===== src/verilog/twi_consts.svh =====
/*
  shared constants for the two-wire slave engine: timing counts, bit positions.
  assumes the including file is compiled after the types package.
*/
`ifndef TWI_CONSTS_SVH
`define TWI_CONSTS_SVH
`define TWI_CLK_NS 5
`define TWI_LOW_NS 1300
`define TWI_HIGH_NS 600
`define TWI_LOW_CYC ((`TWI_LOW_NS + `TWI_CLK_NS - 1) / `TWI_CLK_NS)
`define TWI_HIGH_CYC ((`TWI_HIGH_NS + `TWI_CLK_NS - 1) / `TWI_CLK_NS)
`define TWI_TEN_PATTERN 5'h1E
`define TWI_ENABLE_BIT 5
`define TWI_HOLD_BIT 7
`define TWI_RESET_ADDR 8'h00
`endif


===== src/verilog/twi_pkg.sv =====
/*
  types of the two-wire slave engine.
  assumes nothing beyond a SystemVerilog compiler.
*/
package twi_pkg;
    typedef enum logic [4:0] {
        ST_IDLE = 5'b00001,
        ST_ADDR = 5'b00010,
        ST_ACK = 5'b00100,
        ST_DATA = 5'b01000,
        ST_IGNORE = 5'b10000
    } phase_e;
    typedef struct packed {
        logic [7:0] data;
        logic is_addr;
        logic read_dir;
    } rx_byte_s;
    typedef struct packed {
        logic scl_o;
        logic scl_oe;
        logic sda_o;
        logic sda_oe;
    } pins_s;
endpackage : twi_pkg


===== src/verilog/twi_slave.sv =====
/*
  bit-level slave engine of a two-wire serial port with byte handshakes.
  assumes SCL/SDA are open-drain wires resolved outside; firmware drives the
  control inputs synchronously to CLOCK.
*/
`timescale 1ns/1ps
`include "twi_consts.svh"
module twi_slave #(
    parameter int LOW_CYC = `TWI_LOW_CYC,
    parameter int HIGH_CYC = `TWI_HIGH_CYC
) (
    input wire logic CLOCK,
    input wire logic RST,
    input wire logic CE,
    input wire logic [7:0] CONTROL,
    input wire logic HOLD_REQ,
    input wire logic [7:0] OWN_ADDR,
    input wire logic TEN_BIT,
    input wire logic ACCEPT,
    input wire logic [7:0] TX_DATA,
    input wire logic MASTER_SDA,
    input wire logic MASTER_SCL,
    input wire logic SCL_I,
    input wire logic SDA_I,
    output twi_pkg::pins_s PINS,
    output twi_pkg::rx_byte_s RX,
    output logic RX_VALID,
    output logic START_SEEN,
    output logic STOP_SEEN,
    output logic ARB_LOST,
    output logic BUS_ACTIVE
);
    logic [1:0] scl_sync, sda_sync;
    logic scl_q, sda_q;
    twi_pkg::phase_e phase, next_phase;
    logic [7:0] shift;
    logic [3:0] bit_cnt;
    logic reading, matched, first_ten, ack_drive, tx_drive, tx_bit;
    logic [15:0] low_cnt;
    logic [15:0] high_cnt;
    logic sync_pull;

    wire enable = CONTROL[`TWI_ENABLE_BIT];
    wire hold = HOLD_REQ | CONTROL[`TWI_HOLD_BIT];
    wire scl = scl_sync[1];
    wire sda = sda_sync[1];
    wire scl_rise = scl & ~scl_q;
    wire scl_fall = ~scl & scl_q;
    wire start_cond = scl & scl_q & sda_q & ~sda;
    wire stop_cond = scl & scl_q & ~sda_q & sda;
    wire [7:0] rx_full = {shift[6:0], sda};
    // header is judged on the byte already shifted in, not on the live line
    wire is_ten_hdr = shift[7:3] == `TWI_TEN_PATTERN;
    wire lost = MASTER_SDA & ~sda & scl_rise;

    function automatic logic addr_hit(input logic [7:0] rx, input logic [7:0] own);
        addr_hit = rx[7:1] == own[7:1];
    endfunction : addr_hit

    // header compares only A9:A8; firmware swaps in the low byte afterwards
    wire addr_match = TEN_BIT & is_ten_hdr & ~first_ten
        ? OWN_ADDR[2:1] == shift[2:1] : addr_hit(shift, OWN_ADDR);

    // sync first stage only feeds the second
    always_ff @(posedge CLOCK or posedge RST) begin
        if (RST) begin
            scl_sync <= 2'h3;
            sda_sync <= 2'h3;
            scl_q <= 1'b1;
            sda_q <= 1'b1;
        end else if (CE) begin
            scl_sync <= {scl_sync[0], SCL_I};
            sda_sync <= {sda_sync[0], SDA_I};
            scl_q <= scl;
            sda_q <= sda;
        end
    end

    always_comb begin
        next_phase = phase;
        case (phase)
            twi_pkg::ST_IDLE: next_phase = phase;
            twi_pkg::ST_ADDR: if (scl_fall && bit_cnt == 4'h8) begin
                next_phase = twi_pkg::ST_ACK;
            end
            twi_pkg::ST_ACK: if (scl_fall && bit_cnt == 4'h9) begin
                next_phase = matched ? twi_pkg::ST_DATA : twi_pkg::ST_IGNORE;
            end
            twi_pkg::ST_DATA: if (scl_fall && bit_cnt == 4'h8) begin
                next_phase = twi_pkg::ST_ACK;
            end
            twi_pkg::ST_IGNORE: next_phase = phase;
            default: next_phase = twi_pkg::ST_IDLE;
        endcase
        if (start_cond || lost) begin
            next_phase = twi_pkg::ST_ADDR;
        end
        if (stop_cond || !enable) begin
            next_phase = twi_pkg::ST_IDLE;
        end
    end

    always_ff @(posedge CLOCK or posedge RST) begin
        if (RST) begin
            phase <= twi_pkg::ST_IDLE;
            shift <= 8'h00;
            bit_cnt <= 4'h0;
            reading <= 1'b0;
            matched <= 1'b0;
            first_ten <= 1'b0;
            ack_drive <= 1'b0;
            tx_drive <= 1'b0;
            tx_bit <= 1'b1;
            RX <= '0;
            RX_VALID <= 1'b0;
            START_SEEN <= 1'b0;
            STOP_SEEN <= 1'b0;
            ARB_LOST <= 1'b0;
        end else if (CE) begin
            phase <= next_phase;
            RX_VALID <= 1'b0;
            START_SEEN <= enable & start_cond;
            STOP_SEEN <= enable & stop_cond;
            ARB_LOST <= enable & lost;
            if (start_cond || lost || !enable || stop_cond) begin
                bit_cnt <= 4'h0;
                ack_drive <= 1'b0;
                tx_drive <= 1'b0;
                first_ten <= start_cond ? first_ten : 1'b0;
                reading <= 1'b0;
            end else if (phase != twi_pkg::ST_IDLE && phase != twi_pkg::ST_IGNORE) begin
                if (scl_rise) begin
                    if (bit_cnt < 4'h8) begin
                        shift <= rx_full;
                    end else if (reading && sda) begin
                        reading <= 1'b0;
                    end
                    bit_cnt <= bit_cnt + 4'h1;
                end
                if (scl_fall && bit_cnt == 4'h8) begin
                    if (phase == twi_pkg::ST_ADDR) begin
                        // 10-bit: header then low byte against a rewritten address
                        matched <= ACCEPT & addr_match;
                        first_ten <= TEN_BIT & is_ten_hdr & ~shift[0];
                        reading <= shift[0] & ~(TEN_BIT & ~first_ten);
                        RX <= '{data: shift, is_addr: 1'b1, read_dir: shift[0]};
                    end else begin
                        matched <= matched & ACCEPT;
                        RX <= '{data: shift, is_addr: 1'b0, read_dir: reading};
                    end
                    // bytes shifted out on a read are not received data: no strobe
                    RX_VALID <= ACCEPT
                        & (phase == twi_pkg::ST_ADDR ? addr_match : matched & ~reading);
                    ack_drive <= ~reading & ACCEPT
                        & (phase == twi_pkg::ST_ADDR ? addr_match : matched);
                    tx_drive <= 1'b0;
                end
                if (scl_fall && bit_cnt == 4'h9) begin
                    ack_drive <= 1'b0;
                    bit_cnt <= 4'h0;
                    tx_drive <= reading & matched;
                    tx_bit <= TX_DATA[7];
                    shift <= TX_DATA;
                end else if (scl_fall && tx_drive && bit_cnt < 4'h8) begin
                    // shift moves left on each of the eight bit rises, not the ack rise, so bit 7 is always next out
                    tx_bit <= shift[7];
                    tx_drive <= bit_cnt != 4'h8;
                end
            end
        end
    end

    // optional clock sync for firmware master assist
    always_ff @(posedge CLOCK or posedge RST) begin
        if (RST) begin
            low_cnt <= 16'h0000;
            high_cnt <= 16'h0000;
            sync_pull <= 1'b0;
        end else if (CE) begin
            if (!enable || !MASTER_SCL) begin
                sync_pull <= 1'b0;
                low_cnt <= 16'h0000;
                high_cnt <= 16'h0000;
            end else if (scl_fall) begin
                sync_pull <= 1'b1;
                low_cnt <= 16'(LOW_CYC);
            end else if (sync_pull) begin
                if (low_cnt > 16'h0001) begin
                    low_cnt <= low_cnt - 16'h0001;
                end else begin
                    sync_pull <= 1'b0;
                    high_cnt <= 16'(HIGH_CYC);
                end
            end else if (scl && high_cnt != 16'h0000) begin
                high_cnt <= high_cnt - 16'h0001;
                sync_pull <= high_cnt == 16'h0001;
                low_cnt <= 16'(LOW_CYC);
            end
        end
    end

    // open-drain: only ever drive zero
    wire drive_sda = enable & (ack_drive | (tx_drive & ~tx_bit));
    wire drive_scl = enable & (sync_pull | (hold & phase != twi_pkg::ST_IDLE));
    assign PINS = '{scl_o: 1'b0, scl_oe: drive_scl, sda_o: 1'b0, sda_oe: drive_sda};
    assign BUS_ACTIVE = phase != twi_pkg::ST_IDLE;
endmodule : twi_slave

===== config.mk =====
export PLATFORM = sky130hd
export DESIGN_NAME = twi_slave
export DESIGN_NICKNAME = d
export VERILOG_FILES = /design/src/verilog/twi_pkg.sv /design/src/verilog/twi_slave.sv
export VERILOG_INCLUDE_DIRS = /design/src /design/src/verilog
export SDC_FILE = /design/constraint.sdc
export NUM_CORES = 1
export LEC_CHECK = 0
export ABC_AREA = 1
export BUFFER_PORTS_ARGS = -buffer_cell sky130_fd_sc_hd__buf_4
export CAP_MARGIN = 20
export CORE_ASPECT_RATIO = 0.8
export CORE_MARGIN = 4
export CORE_UTILIZATION = 50
export DETAILED_ROUTE_END_ITERATION = 8
export GPL_TIMING_DRIVEN = 0
export PLACE_DENSITY = 0.7
export REMOVE_ABC_BUFFERS = 1
export SKIP_LAST_GASP = 1
export SYNTH_ARGS = -nofsm -noshare
export SYNTH_HDL_FRONTEND = slang
export SYNTH_SLANG_ARGS = --single-unit

===== constraint.sdc =====
create_clock -name CLOCK -period 2.9 [get_ports CLOCK]
set_clock_uncertainty 0.2 [all_clocks]
set_input_delay 0.435 -clock CLOCK [delete_from_list [all_inputs] [get_ports CLOCK]]
set_output_delay 0.435 -clock CLOCK [all_outputs]
set_load 0.1 [all_outputs]

==> results.ini, run 1 <==
[critical_path]
critPathArrivalTime_ns=2.66
r2r_slack_ns=0.32
end_kind=flip-flop
reg2regPathDepth=7
critical_path_class=flip-flop to flip-flop
crit_path_start=sync_pull
crit_required_ns=2.98
worstSetupStartpointType=flip-flop
worstPathMaxFanout=22
reg2reg_to=low_cnt[11]
reg2reg_from=sync_pull
crit_end=low_cnt[11]

[drt]
drt-initial-drc-count=279
drt-wirelength-per-cell_um=13.2
vias=4527
drcViolationCount=0
post_drt_via_cell_ratio=5.23
dr.pass1.iters=5
drt-total-wl_mm=11.4
ant_nets=0

[timing]
hold_viol=0
setup_viol=0
rsz0062_at_grt=false
period_needed_ns=2.58
max_freq_mhz=387
hold_slack_ns=0.0988
slew_headroom_pct=59.0
tightest_slew_ns=0.614
period_share_pct=89.1
drv_slew=0

[placement]
place_congestion=0.855
dpl.cell_count=848
dp_hpwl_mm=8.01
placed_area_um2=5190
placement.io_buffers=43

[die]
core-area_um2=9230
io_pins=53
rows=31
initial_core_util_pct=52.1
dieHeight_um=95.7
die_area_um2=11300
dieWidth_um=118

[synth]
synthArstFlopShare_pct=100
synthTopCellsByArea=dfrtp_1, nand2_1, nor2_1
synth_area_leader_cell=dfrtp_1
synth_edf_count=0
synth.distinct_cells=34
syn_avg_cell_area_um2=6.78
synth_warnings=0
yosysTopAreaCellShare_pct=35.4
synth_flop_cell=dfrtp_1
yosysSeqAreaShare_pct=39.8
yosys_register_bits=76
synthesis.area_um2=4810
syn_inst=709

[finish]
area_growth_syn_to_layout_pct=14.8
finalInstanceArea_um2=5520
post-route-util_pct=59.8
drive_gt1_share_pct=13.9
fillers=866
antenna_cells=0
layout_commonest_cell=nand2_1
nets=787
final_cells=865
layout_common_cells=nand2_1, nor2_1, inv_1, dfrtp_1, nand3_1

[clock_tree]
path_clk_slew_ns=0.06
cts_tree=built
cts_buffer_depth=2
cts_max_level=3
clock-sinks=76
cts_root_buf=clkbuf_16
clk_latency_ns=0.34
postCtsSetupRepairBufs=0
cts_made_buffers=9

[grt]
grt_pass1_vias=4405
grt_first_pass_wirelength_mm=19.9
grt_max_degree=52
overflow=0
grt_use_total_pct=21.5
antenna_found_initial=0

[status]
status=finished, final reports clean

[power_and_ir_drop]
total_power_mw=3.75
p_leak_nw=2.86
p_per_area_nw_per_um2=680
ir_worst_vdd_uv=438

[job]
cap_violations=0

[min_path]
hold_path.class=primary input to flip-flop

through the flow:
| step | setup slack [ns] | TNS [ns] |
|---|---|---|
| after global placement | -0.705 | -47.67 |
| final | 0.316 | 0 |
| after detailed placement | 0.00197 | 0 |
| after CTS | 0.0695 | 0 |
| after global routing | 0.105 | 0 |
| after floorplan | -0.651 | -0.651 |
report_power, final:
group          internal [mW]  switching (mW)
clock network          0.755           0.455
logic                  0.386           0.821
registers               1.21           0.125
cells in the mapped netlist (8+ instances only):
cell type  instances
inv_1             78
nor3_1            17
dfstp_2            8
nand3_1           51
a21oi_1            9
nand4_1            9
nand2_1          240
o21ai_1           17
dfrtp_1           68
ha_1               8
inv_2              8
o21ai_0           45
nor2_1            79
o211ai_1           8
worst min-delay path by stage:
stage,startpoint,end,slack (ns),depth (start not counted)
global placement,sda_sync[0],sda_sync[0],0.25,2
floorplan,sda_sync[0],sda_sync[0],0.24,2
detailed placement,RST,low_cnt[9],0.25,2
CTS,SDA_I,sda_sync[0],0.09,3
finish,SDA_I,sda_sync[0],0.1,3
global route,SDA_I,sda_sync[0],0.11,3
metal layers:
| layer | routed length (um) | track usage (%) | part of all wire (%) | vias up |
|---|---|---|---|---|
| met5 | 0 | 0 | 0 | - |
| met4 | 178 | 6.93 | 1.6 | 0 |
| met3 | 493 | 4.82 | 4.3 | 17 |
| met2 | 5430 | 37.3 | 47 | 97 |
| met1 | 5350 | 27.2 | 47 | 2096 |
| li1 | - | - | - | 2317 |
layout make-up:
cell class                 instances  area (um2)  share of cell area (%)
multi-input combinational        527        2460                    44.6
sequential                        76        1910                    34.7
timing repair buffer              45         360                    6.53
inverter                          86         325                    5.89
clock buffer                      10         229                    4.15
tap                              115         144                    2.61
clock inverter                     6        88.8                    1.61
what timing repair did:
action                                  in CTS  in global routing
gates cloned                                 0                  0
hold buffers                                 1                  0
endpoints found under the setup margin       6                 14
endpoints found under the hold margin       25                  0
gates resized for setup                      1                  1
logic make-up (layout without fill, tap and decap cells):
| group | after synthesis | in the layout | share of synthesized area [%] |
|---|---|---|---|
| adder cells (fa/ha/maj) | 8 | 8 | 2.08 |
| XOR/XNOR | 6 | 6 | 1.09 |
| AND/OR/NAND/NOR | 425 | 425 | 38.1 |
| buffers and inverters | 107 | 147 | 9.29 |
| other | 1 | 2 | 0.0780 |
| flip-flops | 76 | 76 | 39.8 |
| AO/OA/AOI/OAI | 86 | 86 | 9.60 |
critical path, cell delays in order, from the launching register on:
cell	delay [ns]
dfrtp_2	0.55
inv_1	0.48
nor2_1	0.16
nand3_1	0.13
nand3_2	0.37
inv_1	0.45
nand2_1	0.10
nand2_1	0.07
state kept, by name, indices dropped and copies added, names as in the netlist, 2 cells and up:
signal    flops
bit_cnt       4
scl_sync      2
phase         5
shift         8
RX           10
low_cnt      16
sda_sync      2
high_cnt     16
(Power assumes the default switching activity.)
==> inputs of run 2 (changes only) <==
==> constraint.sdc (replaced) <==
create_clock -name CLOCK -period 2.9 [get_ports CLOCK]
set_clock_uncertainty 0.2 [all_clocks]
set_input_delay 0.58 -clock CLOCK [delete_from_list [all_inputs] [get_ports CLOCK]]
set_output_delay 0.58 -clock CLOCK [all_outputs]
set_load 0.1 [all_outputs]
==> results.ini, run 2 (synthesized netlist as in run 1, its figures left out) <==
[timing]
period_needed_ns=2.64  ; was 2.58 ns
tightest_slew_ns=0.597  ; was 0.614 ns
slew_headroom_pct=60.0  ; was 59.0%
period_share_pct=90.9  ; was 89.1%
max_freq_mhz=379  ; was 387 MHz
hold_viol=0  ; unchanged
tns_ns=0  ; unchanged
hold_slack_ns=0.0224  ; was 0.0988 ns
setup_viol=0  ; unchanged
rsz0062_at_grt=false  ; unchanged
drv_slew=0  ; unchanged

[placement]
dpl.cell_count=848  ; unchanged
dp_hpwl_mm=8.01  ; unchanged
place_congestion=0.855  ; unchanged
placement.io_buffers=43  ; unchanged

[clock_tree]
cts_root_buf=clkbuf_16  ; unchanged
path_clk_slew_ns=0.06  ; about the same
postCtsSetupRepairBufs=0  ; unchanged
clock-sinks=76  ; unchanged
cts_made_buffers=9  ; unchanged
clk_latency_ns=0.34  ; about the same
cts_max_level=3  ; unchanged
cts_tree=built  ; unchanged
cts_buffer_depth=2  ; unchanged

[drt]
drt-wirelength-per-cell_um=13.2  ; about the same
drt-total-wl_mm=11.4  ; about the same
drcViolationCount=0  ; unchanged
vias=4560  ; was 4527
post_drt_via_cell_ratio=5.27  ; was 5.23
drt-initial-drc-count=337  ; was 279
dr.pass1.iters=5  ; unchanged
ant_nets=0  ; unchanged

[die]
dieHeight_um=95.7  ; unchanged
dieWidth_um=118  ; unchanged
initial_core_util_pct=52.1  ; unchanged
core-area_um2=9230  ; unchanged
rows=31  ; unchanged
io_pins=53  ; unchanged
die_area_um2=11300  ; unchanged

[power_and_ir_drop]
total_power_mw=3.75  ; about the same
p_leak_nw=2.86  ; about the same
ir_worst_vdd_uv=436  ; was 438 uV
p_per_area_nw_per_um2=680  ; about the same

[grt]
grt_first_pass_wirelength_mm=20.0  ; was 19.9 mm
grt_use_total_pct=21.5  ; about the same
antenna_found_initial=0  ; unchanged
grt_max_degree=52  ; unchanged
grt_pass1_vias=4409  ; was 4405
overflow=0  ; unchanged

[finish]
layout_commonest_cell=nand2_1  ; unchanged
fillers=861  ; was 866
final_cells=865  ; unchanged
layout.area.seq_um2=1910  ; unchanged
drive_gt1_share_pct=14.0  ; was 13.9%
multiInputGateArea_um2=2450  ; was 2460 um2
top_regs=high_cnt (16), low_cnt (16), RX (10)  ; unchanged
layout_common_cells=nand2_1, nor2_1, inv_1, dfrtp_1, nand3_1  ; unchanged
area_growth_syn_to_layout_pct=14.8  ; unchanged
nets=787  ; unchanged
antenna_cells=0  ; unchanged
post-route-util_pct=59.8  ; unchanged

[critical_path]
critical_path_class=flip-flop to output port  ; was flip-flop to flip-flop
critical-path-slowest-cell=dfrtp_2  ; unchanged
worstPathMaxFanout=20  ; was 22
worstSetupStartpointType=flip-flop  ; unchanged
reg2reg_from=sync_pull  ; unchanged
crit_required_ns=2.12  ; was 2.98 ns
cp_slowest_stage_delay_ns=0.60  ; was 0.55 ns
crit_path_start=sync_pull  ; unchanged
end_kind=output port  ; was flip-flop
critPathArrivalTime_ns=1.86  ; was 2.66 ns
path_cells=inv_1, a21oi_1, buf_4  ; was inv_1, nor2_1, nand3_1, nand3_2, inv_1, nand2_1, nand2_1

[job]
cap_violations=0  ; unchanged

[status]
status=finished, final reports clean  ; unchanged

[min_path]
hold_path.class=primary input to async pin  ; was primary input to flip-flop

-- run 2: cell types whose count changed in the layout (fill, tap and decap cells not counted) --
cell,delta
buf_8,+1
dlygate4sd3_1,-1
nor2_2,+1
nor2_4,-1
-- run 2: final timing paths --
| kind | slack [ns] | depth (start not counted) | end |
|---|---|---|---|
| worst max-delay path | 0.26 | 3 | PINS[2] |
| worst min-delay path | 0.02 | 2 | low_cnt[7] |
| worst max register to register | 0.31 | 7 | low_cnt[11] |
| worst min register to register | 0.26 | 2 | scl_sync[0] |
| max in group asynchronous | 1.87 | 3 | phase[0] |
| min in group CLOCK | 0.24 | 3 | sda_sync[0] |
-- run 2: worst max-delay path: cells and delay by family (launching register included) --
kind	cells	cell delay [ns]
DFF	1	0.60
AOI/OAI and AO/OA	1	0.24
buffers and inverters	2	0.68
-- run 2: area by class of cell --
type	instances	area share (%)
tap	115	2.61
clock inverter	6	1.61
clock buffer	10	4.15
multi-input combinational	527	44.5
inverter	86	5.89
sequential	76	34.7
timing repair buffer	45	6.62
-- run 2: routing by layer --
layer	vias up	track usage, %	routed length (um)
met3	18	4.82	550
met1	2123	27.2	5250
met2	106	37.3	5430
met4	0	6.93	176
met5	-	0	0
li1	2313	-	-
-- run 2: per-stage QoR --
step / setup slack (ns) / instance area [um2]
finish: 0.264 / 5520
global route: 0.105 / 5520
CTS: 0.115 / 5510
detailed placement: -0.132 / 5190
global placement: -0.850 / 5160
floorplan: -0.796 / 4690
-- run 2: what timing repair did --
item | CTS | global route
hold buffers | 0 | 0
setup endpoints to repair | 7 | 0
resized for setup | 1 | 0
-- run 2: report_power, final --
part           internal (mW)  switching, mW  total, mW
clock network          0.755          0.453       1.21
logic                  0.389          0.820       1.21
registers               1.21          0.124       1.33
==> inputs of run 3 (changes only) <==
- clock period: 2.9 -> 2.7 ns (I/O delays scaled with it)
==> results.ini, run 3 (synthesized netlist as in run 1, its figures left out) <==
[critical_path]
crit_family=flip-flops  ; was buffers and inverters
crit_buf_inv=2  ; unchanged
worstPathMaxFanout=20  ; unchanged
critical-path-slowest-cell=dfrtp_2  ; unchanged
crit_required_ns=1.96  ; was 2.12 ns
worstSetupStartpointType=flip-flop  ; unchanged
end_kind=output port  ; unchanged
path_cells=clkinvlp_4, a21oi_1, buf_4  ; was inv_1, a21oi_1, buf_4
critPathArrivalTime_ns=1.77  ; was 1.86 ns
critical_path_class=flip-flop to output port  ; unchanged
cp_slowest_stage_delay_ns=0.62  ; was 0.60 ns
r2r_slack_ns=0.25  ; was 0.31 ns

[power_and_ir_drop]
p_leak_nw=2.87  ; was 2.86 nW
power_switching_mw=1.51  ; was 1.40 mW
seqPwrFrac_pct=35.5  ; was 35.6%
swShare_pct=37.3  ; was 37.2%
power_frac_clock_pct=32.1  ; was 32.2%
ir_worst_vdd_uv=469  ; was 436 uV
total_power_mw=4.04  ; was 3.75 mW
comb_power_share_pct=32.3  ; was 32.2%
intPower_mw=2.53  ; was 2.35 mW
p_per_area_nw_per_um2=726  ; was 680 nW/um2

[finish]
multiInputGateArea_um2=2470  ; was 2450 um2
layout.area.seq_um2=1910  ; unchanged
area_growth_syn_to_layout_pct=15.7  ; was 14.8%
layout_common_cells=nand2_1, nor2_1, inv_1, dfrtp_1, nand3_1  ; unchanged
drive_gt1_share_pct=14.6  ; was 14.0%
antenna_cells=0  ; unchanged
fillers=866  ; was 861
nets=791  ; was 787
final_cells=869  ; was 865
layout_commonest_cell=nand2_1  ; unchanged
top_regs=high_cnt (16), low_cnt (16), RX (10)  ; unchanged
post-route-util_pct=60.3  ; was 59.8%

[clock_tree]
cts_made_buffers=9  ; unchanged
clock-sinks=76  ; unchanged
path_clk_slew_ns=0.06  ; about the same
clk_latency_ns=0.34  ; about the same
cts_buffer_depth=2  ; unchanged
cts_root_buf=clkbuf_16  ; unchanged
cts_max_level=3  ; unchanged
cts_tree=built  ; unchanged

[drt]
dr.pass1.iters=5  ; unchanged
drt-wirelength-per-cell_um=13.2  ; about the same
top_layer=met4  ; unchanged
wl_met1_mm=5.36  ; was 5.25 mm
met2WireLength_mm=5.47  ; was 5.43 mm
dr_wl_met3_um=469  ; was 550 um
drcViolationCount=0  ; unchanged
drt-initial-drc-count=304  ; was 337
ant_nets=0  ; unchanged
vias=4531  ; was 4560
drt-total-wl_mm=11.5  ; was 11.4 mm
post_drt_via_cell_ratio=5.21  ; was 5.27

[grt]
grt_use_total_pct=21.5  ; about the same
antenna_found_initial=0  ; unchanged
grt_max_degree=52  ; unchanged
overflow=0  ; unchanged
grt_pass1_vias=4405  ; was 4409
grt_first_pass_wirelength_mm=19.9  ; was 20.0 mm

[placement]
dpl.cell_count=848  ; unchanged
place_congestion=0.855  ; unchanged
dp_slack_ns=-0.292  ; was -0.132 ns
dp_hpwl_mm=8.01  ; unchanged
placement.io_buffers=43  ; unchanged

[timing]
period_share_pct=92.9
setup_viol=0  ; unchanged
period_needed_ns=2.51
hold_viol=0  ; unchanged
drv_slew=0  ; unchanged
slew_headroom_pct=58.4  ; was 60.0%
max_freq_mhz=399
tightest_slew_ns=0.622  ; was 0.597 ns
final.setup.worst_slack_ns=0.192  ; was 0.264 ns
rsz0062_at_grt=false  ; unchanged

[die]
initial_core_util_pct=52.1  ; unchanged
dieWidth_um=118  ; unchanged
rows=31  ; unchanged
core-area_um2=9230  ; unchanged
die_area_um2=11300  ; unchanged
dieHeight_um=95.7  ; unchanged
io_pins=53  ; unchanged

[status]
status=finished, final reports clean  ; unchanged

[min_path]
hold_path.class=primary input to flip-flop  ; was primary input to async pin

[job]
cap_violations=0  ; unchanged

[run 3: cell count changes in the layout (fill, tap and decap cells not counted), sizes merged]
cell	delta
buf	+3
clkinvlp	+2
inv	-2
dlygate4sd3	+1
[run 3: final timing paths]
path | to | start | cells after the start
max in group asynchronous | phase[0] | RST | 4
min in group asynchronous | low_cnt[7] | RST | 3
max | PINS[2] | sync_pull | 3
min reg2reg | scl_sync[0] | scl_sync[0] | 2
max reg2reg | bit_cnt[1] | scl_q | 12
min | sda_sync[0] | SDA_I | 3
[run 3: layer usage]
metal	track usage (%)	vias to the layer above
met5	0	-
met2	37.3	92
met3	4.82	19
met1	27.2	2098
met4	6.93	0
li1	-	2322
[run 3: final cells by class]
cell class | count | share of cell area, %
clock buffers | 10 | 4.11
clock inverters | 6 | 1.60
inverters | 86 | 5.98
multi-input cells | 527 | 44.3
flip-flops and latches | 76 | 34.4
well taps | 115 | 2.59
repair buffers | 49 | 7.01
[run 3: power by group through the flow]
| stage | clock network, mW | registers, mW | logic (mW) |
|---|---|---|---|
| finish | 1.30 | 1.44 | 1.31 |
| global route | 1.38 | 1.46 | 1.50 |
| CTS | 1.33 | 1.43 | 1.29 |
| detailed placement | 0 | 1.45 | 1.28 |
| global placement | 0 | 1.44 | 1.23 |
| floorplan | 0 | 1.43 | 0.991 |
[run 3: per-stage QoR]
stage | hold slack, ns | setup TNS, ns | instance area (um2)
after global placement | 0.255 | -74.43 | 5160
after floorplan | 0.242 | -0.956 | 4690
final | 0.206 | 0 | 5570
after detailed placement | 0.258 | -4.87 | 5190
after global routing | 0.214 | 0 | 5570
after CTS | 0.199 | 0 | 5520
[run 3: tightest hold or removal path, stage by stage]
cell     delay [ns]
buf_4          0.08
nand2_1        0.04
nand2_1        0.06
[run 3: repair_timing]
action / CTS / global route
gates resized for setup: 2 / 3
hold buffers: 1 / 0
hold endpoints to repair: 16 / 0
buffers inserted: 0 / 4
endpoints found under the setup margin: 28 / 12
